File: config.mk
export PLATFORM = sky130hd
export DESIGN_NAME = tsbe_tx_shaper
export DESIGN_NICKNAME = d
export VERILOG_FILES = /design/src/logic/tsbe_bit_shaper.v /design/src/logic/tsbe_tx_shaper.v
export VERILOG_INCLUDE_DIRS = /design/src /design/src/logic
export SDC_FILE = /design/constraint.sdc
export NUM_CORES = 1
export LEC_CHECK = 0
export ABC_AREA = 1
export BUFFER_PORTS_ARGS = -buffer_cell sky130_fd_sc_hd__buf_2
export CORE_AREA = 2 2 147 149
export CTS_CLUSTER_SIZE = 20
export DETAILED_ROUTE_END_ITERATION = 7
export DIE_AREA = 0 0 149 151
export GPL_ROUTABILITY_DRIVEN = 0
export GPL_TIMING_DRIVEN = 0
export PLACE_DENSITY = 0.65
export SLEW_MARGIN = 20
export SYNTH_ARGS = -nofsm -noshare
export SYNTH_HDL_FRONTEND = slang
export SYNTH_SLANG_ARGS = --single-unit
File: constraint.sdc
create_clock -name clk -period 8.69 [get_ports clk]
set_input_delay 1.738 -clock clk [delete_from_list [all_inputs] [get_ports clk]]
set_output_delay 1.738 -clock clk [all_outputs]
set_load 0.1 [all_outputs]
File: src/logic/tsbe_defs.vh
// constants of the transmit symbol burst and envelope stage
// assumes a 125 MHz core clock and byte-wide register access
// Notes on behaviour
// - bit 6 of burst control picks symbol one burst level, zero or one.
// - burst-only for symbol one sends just the burst, no pattern.
// - burst enable for symbol one prepends a burst of the set length.
// - bit 2 of burst control picks symbol zero burst level.
// - burst-only for symbol zero sends just the burst, no pattern.
// - burst enable for symbol zero prepends a burst of the shared length.
// - pair 0/1 Miller bit applies modified Miller; set only with pulse type 1.
// - pair 2/3 Miller bit applies modified Miller; set only with pulse type 1.
// - pulse type: 0 none, 1 bit start, 2 third quarter, 3 last quarter.
// - invert bit of pair 0/1 inverts output of symbols zero and one.
// - invert bit of pair 2/3 inverts output of symbols two and three.
// - pair 0/1 envelope: direct, Manchester, subcarrier, BPSK, 4/5 RZ.
// - pair 2/3 envelope as pair 0/1, but 5 puts RZ pulse at bit start.
// - pattern length field plus one gives valid pattern bits.
// - bit-rate codes 2 to 7 give 26 to 848 kHz, doubling; 0/1 reserved.
`ifndef TSBE_DEFS_VH
`define TSBE_DEFS_VH
`define TSBE_ADDR_FREQ      8'h4C
`define TSBE_ADDR_SYM0H     8'h4D
`define TSBE_ADDR_SYM0L     8'h4E
`define TSBE_ADDR_SYM1H     8'h4F
`define TSBE_ADDR_SYM1L     8'h50
`define TSBE_ADDR_SYM2      8'h51
`define TSBE_ADDR_SYM3      8'h52
`define TSBE_ADDR_LEN10     8'h53
`define TSBE_ADDR_LEN32     8'h54
`define TSBE_ADDR_BURST     8'h55
`define TSBE_ADDR_MOD10     8'h56
`define TSBE_ADDR_MOD32     8'h57
`define TSBE_MASK_LEN32     8'h77
`define TSBE_MASK_BURST     8'h77
`define TSBE_MASK_MOD       8'h7F
`define TSBE_RST_VAL        8'h00
`define TSBE_BIT_ON_S0      0
`define TSBE_BIT_ALONE_S0   1
`define TSBE_BIT_POL_S0     2
`define TSBE_BIT_ON_S1      4
`define TSBE_BIT_ALONE_S1   5
`define TSBE_BIT_POL_S1     6
`define TSBE_BIT_MILLER     6
`define TSBE_BIT_INVERT     3
`define TSBE_BIT_SC23       7
`define TSBE_BIT_SC01       3
`define TSBE_ENV_DIRECT     3'h0
`define TSBE_ENV_MANCH      3'h1
`define TSBE_ENV_MANCH_SC   3'h2
`define TSBE_ENV_BPSK       3'h3
`define TSBE_ENV_RZ_HALF    3'h4
`define TSBE_ENV_RZ_ALT     3'h5
`define TSBE_PULSE_NONE     2'h0
`define TSBE_PULSE_START    2'h1
`define TSBE_PULSE_HALF     2'h2
`define TSBE_PULSE_Q3       2'h3
`define TSBE_RATE_MIN       3'h2
`define TSBE_RATE_MAX       3'h7
`define TSBE_CLK_HZ         125000000
`define TSBE_RATE848_HZ     848000
`define TSBE_BIT848_CYC     (`TSBE_CLK_HZ / `TSBE_RATE848_HZ)
`endif

File: src/logic/tsbe_bit_shaper.v
// one output level from pattern bit, bit phase and modulation settings
// assumes phase quarters and subcarrier level come from the caller
`timescale 1ns/10ps
`include "tsbe_defs.vh"
module tsbe_bit_shaper (
  bitVal,
  prevBit,
  quarter,
  scLevel,
  envSel,
  pulseSel,
  millerOn,
  rzAtStart,
  invertOn,
  level
);
  input  wire       bitVal;
  input  wire       prevBit;
  input  wire [1:0] quarter;
  input  wire       scLevel;
  input  wire [2:0] envSel;
  input  wire [1:0] pulseSel;
  input  wire       millerOn;
  input  wire       rzAtStart;
  input  wire       invertOn;
  output reg        level;

  reg secondHalf;
  reg envLevel;
  reg pulseLevel;

  always @* begin
    secondHalf = quarter[1];
    case (envSel)
      `TSBE_ENV_DIRECT:   envLevel = bitVal;
      `TSBE_ENV_MANCH:    envLevel = bitVal ^ secondHalf;
      `TSBE_ENV_MANCH_SC: envLevel = (bitVal ^ secondHalf) & scLevel;
      `TSBE_ENV_BPSK:     envLevel = bitVal ^ scLevel;
      `TSBE_ENV_RZ_HALF:  envLevel = bitVal & secondHalf;
      `TSBE_ENV_RZ_ALT:   envLevel = bitVal & (rzAtStart ? ~secondHalf
                                                       : secondHalf);
      default:            envLevel = 1'b0;
    endcase
    if (millerOn) begin
      // one: pulse mid-bit; zero after zero: pulse at start
      if (bitVal)
        pulseLevel = (quarter == 2'h2);
      else
        pulseLevel = ~prevBit & (quarter == 2'h0);
    end else begin
      case (pulseSel)
        `TSBE_PULSE_START: pulseLevel = envLevel & (quarter == 2'h0);
        `TSBE_PULSE_HALF:  pulseLevel = envLevel & (quarter == 2'h2);
        `TSBE_PULSE_Q3:    pulseLevel = envLevel & (quarter == 2'h3);
        default:           pulseLevel = envLevel;
      endcase
    end
    level = pulseLevel ^ invertOn;
  end
endmodule

File: src/logic/tsbe_tx_shaper.v
// transmit symbol shaping: registers, burst insertion, pattern stepping
// assumes byte register port in the core clock domain, data bits from the
// framing logic with valid/ready, output to the RF driver
`timescale 1ns/10ps
`include "tsbe_defs.vh"
module tsbe_tx_shaper #(
  parameter BIT848_CYC = `TSBE_BIT848_CYC
) (
  clk,
  arst_n,
  regAddr,
  regWrData,
  regWrEn,
  regRdEn,
  regRdData,
  burstLength,
  txValid,
  txBit,
  txPair23,
  txReady,
  txOut,
  txActive
);
  input  wire       clk;
  input  wire       arst_n;
  input  wire [7:0] regAddr;
  input  wire [7:0] regWrData;
  input  wire       regWrEn;
  input  wire       regRdEn;
  output reg  [7:0] regRdData;
  input  wire [7:0] burstLength;
  input  wire       txValid;
  input  wire       txBit;
  input  wire       txPair23;
  output reg        txReady;
  output reg        txOut;
  output reg        txActive;

  localparam [2:0] ST_IDLE  = 3'h1;
  localparam [2:0] ST_BURST = 3'h2;
  localparam [2:0] ST_PAT   = 3'h4;

  reg [7:0]  freq_r, sym0h_r, sym0l_r, sym1h_r, sym1l_r, sym2_r, sym3_r;
  reg [7:0]  len10_r, len32_r, burst_r, mod10_r, mod32_r;
  reg [2:0]  state_r;
  reg [15:0] pat_r;
  reg [3:0]  patLeft_r;
  reg [7:0]  burstLeft_r;
  reg        pair23_r;
  reg        burstPol_r;
  reg        burstOnly_r;
  reg        prevBit_r;
  reg [15:0] phase_r;
  reg [15:0] scCnt_r;
  reg        sc_r;
  wire [7:0] modSel;
  wire [2:0] rateSel;
  wire [15:0] bitCyc;
  wire [15:0] scHalf;
  wire       bitEnd;
  wire [1:0] quarter;
  wire       shaped;

  // bit period in clocks; reserved codes run at the slowest rate
  function [15:0] bit_cycles;
    input [2:0] code;
    reg   [2:0] c;
    begin
      c = (code < `TSBE_RATE_MIN) ? `TSBE_RATE_MIN : code;
      bit_cycles = BIT848_CYC[15:0] << (`TSBE_RATE_MAX - c);
    end
  endfunction

  function [1:0] quarter_of;
    input [15:0] ph;
    input [15:0] cyc;
    begin
      if (ph < (cyc >> 2))
        quarter_of = 2'h0;
      else if (ph < (cyc >> 1))
        quarter_of = 2'h1;
      else if (ph < ((cyc >> 1) + (cyc >> 2)))
        quarter_of = 2'h2;
      else
        quarter_of = 2'h3;
    end
  endfunction

  assign modSel  = pair23_r ? mod32_r : mod10_r;
  assign rateSel = pair23_r ? freq_r[6:4] : freq_r[2:0];
  assign bitCyc  = bit_cycles(rateSel);
  assign scHalf  = (pair23_r ? freq_r[`TSBE_BIT_SC23]
                             : freq_r[`TSBE_BIT_SC01])
                   ? (BIT848_CYC[15:0] >> 1) : BIT848_CYC[15:0];
  assign bitEnd  = (phase_r == bitCyc - 16'h0001);
  assign quarter = quarter_of(phase_r, bitCyc);

  tsbe_bit_shaper u_shaper (
    .bitVal    (pat_r[15]),
    .prevBit   (prevBit_r),
    .quarter   (quarter),
    .scLevel   (sc_r),
    .envSel    (modSel[2:0]),
    .pulseSel  (modSel[5:4]),
    .millerOn  (modSel[`TSBE_BIT_MILLER]),
    .rzAtStart (pair23_r),
    .invertOn  (modSel[`TSBE_BIT_INVERT]),
    .level     (shaped)
  );

  // register writes; reserved bits never store
  always @(posedge clk or negedge arst_n) begin
    if (!arst_n) begin
      freq_r  <= `TSBE_RST_VAL;
      sym0h_r <= `TSBE_RST_VAL;
      sym0l_r <= `TSBE_RST_VAL;
      sym1h_r <= `TSBE_RST_VAL;
      sym1l_r <= `TSBE_RST_VAL;
      sym2_r  <= `TSBE_RST_VAL;
      sym3_r  <= `TSBE_RST_VAL;
      len10_r <= `TSBE_RST_VAL;
      len32_r <= `TSBE_RST_VAL;
      burst_r <= `TSBE_RST_VAL;
      mod10_r <= `TSBE_RST_VAL;
      mod32_r <= `TSBE_RST_VAL;
    end else if (regWrEn) begin
      case (regAddr)
        `TSBE_ADDR_FREQ:  freq_r  <= regWrData;
        `TSBE_ADDR_SYM0H: sym0h_r <= regWrData;
        `TSBE_ADDR_SYM0L: sym0l_r <= regWrData;
        `TSBE_ADDR_SYM1H: sym1h_r <= regWrData;
        `TSBE_ADDR_SYM1L: sym1l_r <= regWrData;
        `TSBE_ADDR_SYM2:  sym2_r  <= regWrData;
        `TSBE_ADDR_SYM3:  sym3_r  <= regWrData;
        `TSBE_ADDR_LEN10: len10_r <= regWrData;
        `TSBE_ADDR_LEN32: len32_r <= regWrData & `TSBE_MASK_LEN32;
        `TSBE_ADDR_BURST: burst_r <= regWrData & `TSBE_MASK_BURST;
        `TSBE_ADDR_MOD10: mod10_r <= regWrData & `TSBE_MASK_MOD;
        `TSBE_ADDR_MOD32: mod32_r <= regWrData & `TSBE_MASK_MOD;
        default: ;
      endcase
    end
  end

  // read data one cycle after the strobe, unmapped reads zero
  always @(posedge clk or negedge arst_n) begin
    if (!arst_n) begin
      regRdData <= 8'h00;
    end else if (regRdEn) begin
      case (regAddr)
        `TSBE_ADDR_FREQ:  regRdData <= freq_r;
        `TSBE_ADDR_SYM0H: regRdData <= sym0h_r;
        `TSBE_ADDR_SYM0L: regRdData <= sym0l_r;
        `TSBE_ADDR_SYM1H: regRdData <= sym1h_r;
        `TSBE_ADDR_SYM1L: regRdData <= sym1l_r;
        `TSBE_ADDR_SYM2:  regRdData <= sym2_r;
        `TSBE_ADDR_SYM3:  regRdData <= sym3_r;
        `TSBE_ADDR_LEN10: regRdData <= len10_r;
        `TSBE_ADDR_LEN32: regRdData <= len32_r;
        `TSBE_ADDR_BURST: regRdData <= burst_r;
        `TSBE_ADDR_MOD10: regRdData <= mod10_r;
        `TSBE_ADDR_MOD32: regRdData <= mod32_r;
        default:          regRdData <= 8'h00;
      endcase
    end
  end

  // symbol sequencer
  always @(posedge clk or negedge arst_n) begin
    if (!arst_n) begin
      state_r     <= ST_IDLE;
      pat_r       <= 16'h0000;
      patLeft_r   <= 4'h0;
      burstLeft_r <= 8'h00;
      pair23_r    <= 1'b0;
      burstPol_r  <= 1'b0;
      burstOnly_r <= 1'b0;
      prevBit_r   <= 1'b0;
      phase_r     <= 16'h0000;
      scCnt_r     <= 16'h0000;
      sc_r        <= 1'b0;
      txReady     <= 1'b0;
      txOut       <= 1'b0;
      txActive    <= 1'b0;
    end else begin
      if (state_r == ST_IDLE || scCnt_r == scHalf - 16'h0001) begin
        scCnt_r <= 16'h0000;
        sc_r    <= (state_r == ST_IDLE) ? 1'b0 : ~sc_r;
      end else begin
        scCnt_r <= scCnt_r + 16'h0001;
      end
      case (state_r)
        ST_IDLE: begin
          txReady  <= 1'b1;
          txOut    <= 1'b0;
          txActive <= 1'b0;
          phase_r  <= 16'h0000;
          if (txValid && txReady) begin
            txReady  <= 1'b0;
            pair23_r <= txPair23;
            case ({txPair23, txBit})
              2'b00: begin
                pat_r       <= {sym0h_r, sym0l_r};
                patLeft_r   <= len10_r[3:0];
                burstPol_r  <= burst_r[`TSBE_BIT_POL_S0];
                burstOnly_r <= burst_r[`TSBE_BIT_ALONE_S0];
                burstLeft_r <= burst_r[`TSBE_BIT_ON_S0] ? burstLength
                                                        : 8'h00;
                state_r     <= (burst_r[`TSBE_BIT_ON_S0] &&
                                burstLength != 8'h00) ? ST_BURST
                             : burst_r[`TSBE_BIT_ALONE_S0] ? ST_IDLE
                             : ST_PAT;
              end
              2'b01: begin
                pat_r       <= {sym1h_r, sym1l_r};
                patLeft_r   <= len10_r[7:4];
                burstPol_r  <= burst_r[`TSBE_BIT_POL_S1];
                burstOnly_r <= burst_r[`TSBE_BIT_ALONE_S1];
                burstLeft_r <= burst_r[`TSBE_BIT_ON_S1] ? burstLength
                                                        : 8'h00;
                state_r     <= (burst_r[`TSBE_BIT_ON_S1] &&
                                burstLength != 8'h00) ? ST_BURST
                             : burst_r[`TSBE_BIT_ALONE_S1] ? ST_IDLE
                             : ST_PAT;
              end
              2'b10: begin
                pat_r       <= {sym2_r, 8'h00};
                patLeft_r   <= {1'b0, len32_r[2:0]};
                burstOnly_r <= 1'b0;
                state_r     <= ST_PAT;
              end
              default: begin
                pat_r       <= {sym3_r, 8'h00};
                patLeft_r   <= {1'b0, len32_r[6:4]};
                burstOnly_r <= 1'b0;
                state_r     <= ST_PAT;
              end
            endcase
          end
        end
        ST_BURST: begin
          txActive <= 1'b1;
          txOut    <= burstPol_r ^ modSel[`TSBE_BIT_INVERT];
          phase_r  <= bitEnd ? 16'h0000 : phase_r + 16'h0001;
          if (bitEnd) begin
            burstLeft_r <= burstLeft_r - 8'h01;
            if (burstLeft_r == 8'h01)
              state_r <= burstOnly_r ? ST_IDLE : ST_PAT;
          end
        end
        ST_PAT: begin
          txActive <= 1'b1;
          txOut    <= shaped;
          phase_r  <= bitEnd ? 16'h0000 : phase_r + 16'h0001;
          if (bitEnd) begin
            prevBit_r <= pat_r[15];
            pat_r     <= {pat_r[14:0], 1'b0};
            patLeft_r <= patLeft_r - 4'h1;
            if (patLeft_r == 4'h0)
              state_r <= ST_IDLE;
          end
        end
        default: state_r <= ST_IDLE;
      endcase
    end
  end
endmodule

==> results.tsv <==
metric	value	unit
final hold vios	0	
syn_nets	1406	
Synth cell types	54	
port bufs	40	
CTS Buffer Depth	2	
DRC viols	0	
layout cells sized above 1	9.20	%
RSZ-0062 raised after global routing	no	
Util after Layout	54.7	%
crit path capture type	register	
ys async rst share	100	%
H-tree Lvls	4	
Detailed Place HPWL	21400	microns
vias in the first global route	8712	
DR iter-0 viols	1087	
area delta synth->final	11.4	%
CP Max Fanout	10	
part of the Yosys area used for sequential elements	41.3	%
DRT Pass-1 Iters	8	
Core ar.	20800	sq um
synthesized area	10200	sq um
CP max stage delay	0.48	ns
Slew @ Worst Pin	0.940	ns
Worst-path clk slew	0.07	ns
Worst R2R Path Depth	33	
largest net degree at the start of global routing	90	
Seq cells post-synth	169	
register area	4230	sq um
arrival time worst endpoint	5.69	ns
first-pass GRT wire length	46300	microns
worst min-delay path class	register to register	
slew margin rel.	36.9	%
Post-CTS Repair Setup Buffers	0	
Post-synth EDFFs	0	
cells after synthesis	1319	
cell area power density	162	nW/um^2
Max Freq	186	MHz
Worst-Skew Late Latency	0.44	ns
clock root cell	clkbuf_16	
Yosys Warn Count	0	
Max-Cap Viols	0	
Req. time, crit path	9.01	ns
via/cell ratio	5.64	
Die Ht	151	microns
ANT nets after route	0	
area of the multi-input gates	5210	sq um
Slew Limit Fails	0	
CTS tree	yes	
via count	9404	
Avg Cell Area, Syn	7.76	sq um
initial antenna violation count	1	
leakage power total	5.29	nW
commonest register cell after synthesis	dfrtp_1	
Tmin final	5.36	ns
initial core utilization	49.1	%
routed len/inst	17.2	microns
Die ar.	22500	sq um
worst hold slack	0.476	ns
outcome	complete, no violations	
Peak supply drop	0.000117	V
R2R setup slack	3.33	ns
Final Routed Wirelength	28700	microns
type of the worst setup path	register to register	
Fill cells	1986	
TritonCTS Buffers	17	
Tot GR Track Use	26.5	%
nets@finish	1466	
# hold bufs at CTS	0	
slowest cell on the critical path	dfrtp_1	
setup TNS	0	ns
clk_skew	0.0147	ns
count of cells resized by post-cts repair	0	
Die Wd	149	microns
row cnt	53	
setup violators final	0	
CTS Sinks	169	
Top cell by count, worst path	nand2_1	
Critical Path Start Type	register	
grt total ovfl	0	
Hold Path Depth	2	
period utilization	61.7	%
Diodes inserted	0	
num ports	42	
==> path summary, 6_finish.rpt <==
check / from / end
max in group asynchronous: arst_n / sym0l_r[4]
max reg2reg: pair23_r / txOut
min: txActive / txActive
max: pair23_r / txOut
min in group asynchronous: arst_n / phase_r[3]
min reg2reg: txActive / txActive
==> state kept, by name, summed over array words and instances (netlist names), 3 cells and up <==
| signal | flops |
|---|---|
| len32_r | 6 |
| sym0h_r | 8 |
| sym0l_r | 8 |
| pat_r | 16 |
| sym2_r | 8 |
| state_r | 3 |
| phase_r | 16 |
| sym1l_r | 8 |
| regRdData | 8 |
| len10_r | 8 |
| sym3_r | 8 |
| freq_r | 8 |
| mod10_r | 7 |
| mod32_r | 7 |
| patLeft_r | 4 |
| sym1h_r | 8 |
| burst_r | 6 |
| burstLeft_r | 8 |
| scCnt_r | 16 |
==> report_power, final <==
group / total, mW / switching [mW] / internal (mW)
clock: 0.760 / 0.376 / 0.384
sequential: 0.850 / 0.0363 / 0.814
combinational: 0.237 / 0.159 / 0.0771
==> cells by family after synthesis <==
| group | after synthesis | synth area share (%) |
|---|---|---|
| adder cells (fa/ha/maj) | 56 | 6.85 |
| AND/OR/NAND/NOR | 536 | 22.6 |
| flip-flops | 169 | 41.3 |
| multiplexers | 9 | 1.03 |
| XOR/XNOR | 29 | 2.48 |
| AO/OA/AOI/OAI | 320 | 17.9 |
| buffers and inverters | 200 | 7.72 |
==> critical path, delay by kind of cell, from the launching register on <==
family | cells | cell delay [ns]
flip-flops | 1 | 0.48
XOR/XNOR | 1 | 0.18
AND/OR/NAND/NOR | 15 | 1.34
adder cells (fa/ha/maj) | 3 | 0.98
AO/OA/AOI/OAI | 7 | 1.36
buffers and inverters | 7 | 0.91
==> stage by stage <==
| stage | setup WS (ns) | cell area (sq um) | total power [mW] | std cells |
|---|---|---|---|---|
| final | 3.33 | 11400 | 1.85 | 1667 |
| after global routing | 2.76 | 11400 | 1.93 | 1667 |
| after CTS | 3.34 | 11400 | 1.86 | 1667 |
| after detailed placement | 3.36 | 10800 | 1.10 | 1635 |
| after global placement | 3.15 | 10800 | 1.09 | 1634 |
| after floorplan | 4.44 | 10200 | 1.01 | 1319 |
==> cell usage after synthesis, types with 4 or more instances <==
master | instances | area (sq um)
o211ai_1 | 7 | 52.6
nand2_2 | 5 | 31.3
buf_6 | 4 | 45.0
a221oi_1 | 25 | 219
nand2_1 | 310 | 1160
o21ai_1 | 12 | 60.1
o22ai_1 | 22 | 138
a211oi_1 | 7 | 52.6
nor4_1 | 6 | 37.5
nand4_1 | 13 | 81.3
inv_2 | 10 | 37.5
o21ai_0 | 170 | 851
a21oi_1 | 44 | 220
nor2_4 | 4 | 45.0
xnor2_1 | 5 | 43.8
clkbuf_1 | 28 | 105
nand3_1 | 47 | 235
nor2_1 | 102 | 383
inv_1 | 150 | 563
a31oi_1 | 18 | 113
xor2_1 | 24 | 210
ha_1 | 56 | 701
mux2_2 | 8 | 90.1
dfrtp_1 | 168 | 4200
nor3_1 | 26 | 130
==> layer usage <==
metal	GRT usage, %	up-vias	routed length (microns)
li1	-	4564	-
met1	38.2	4461	13300
met2	40.0	313	12500
met3	5.33	66	2070
met4	8.71	0	779
met5	0	-	0
==> final cells by class <==
class	instances	area share [%]
flip-flops and latches	169	37.1
repair buffers	41	2.09
clock buffers	17	3.73
clock inverters	15	1.36
inverters	163	5.37
plain buffers	37	1.56
well taps	275	3.02
multi-input cells	950	45.7
==> cells in the final DEF (no fill, tap or decap), drive strengths merged <==
cell type,n
o2111ai,3
a2bb2oi,1
dfstp,1
nor3,27
nand4,13
or2,4
a31oi,18
o221ai,1
dfrtp,168
clkbuf,45
o31ai,1
nor4,7
o2bb2ai,2
clkinv,7
xnor2,5
or3,1
ha,56
nand3,50
a21oi,45
clkinvlp,3
nand3b,3
mux2,9
xor2,24
o21ai,184
o21bai,1
buf,50
nor3b,2
nand2,318
o211ai,7
a211oi,7
a221oi,25
nor2,109
o22ai,22
inv,168
a22o,1
or4,2
a31o,2
Power figures use the tool's default switching activity.
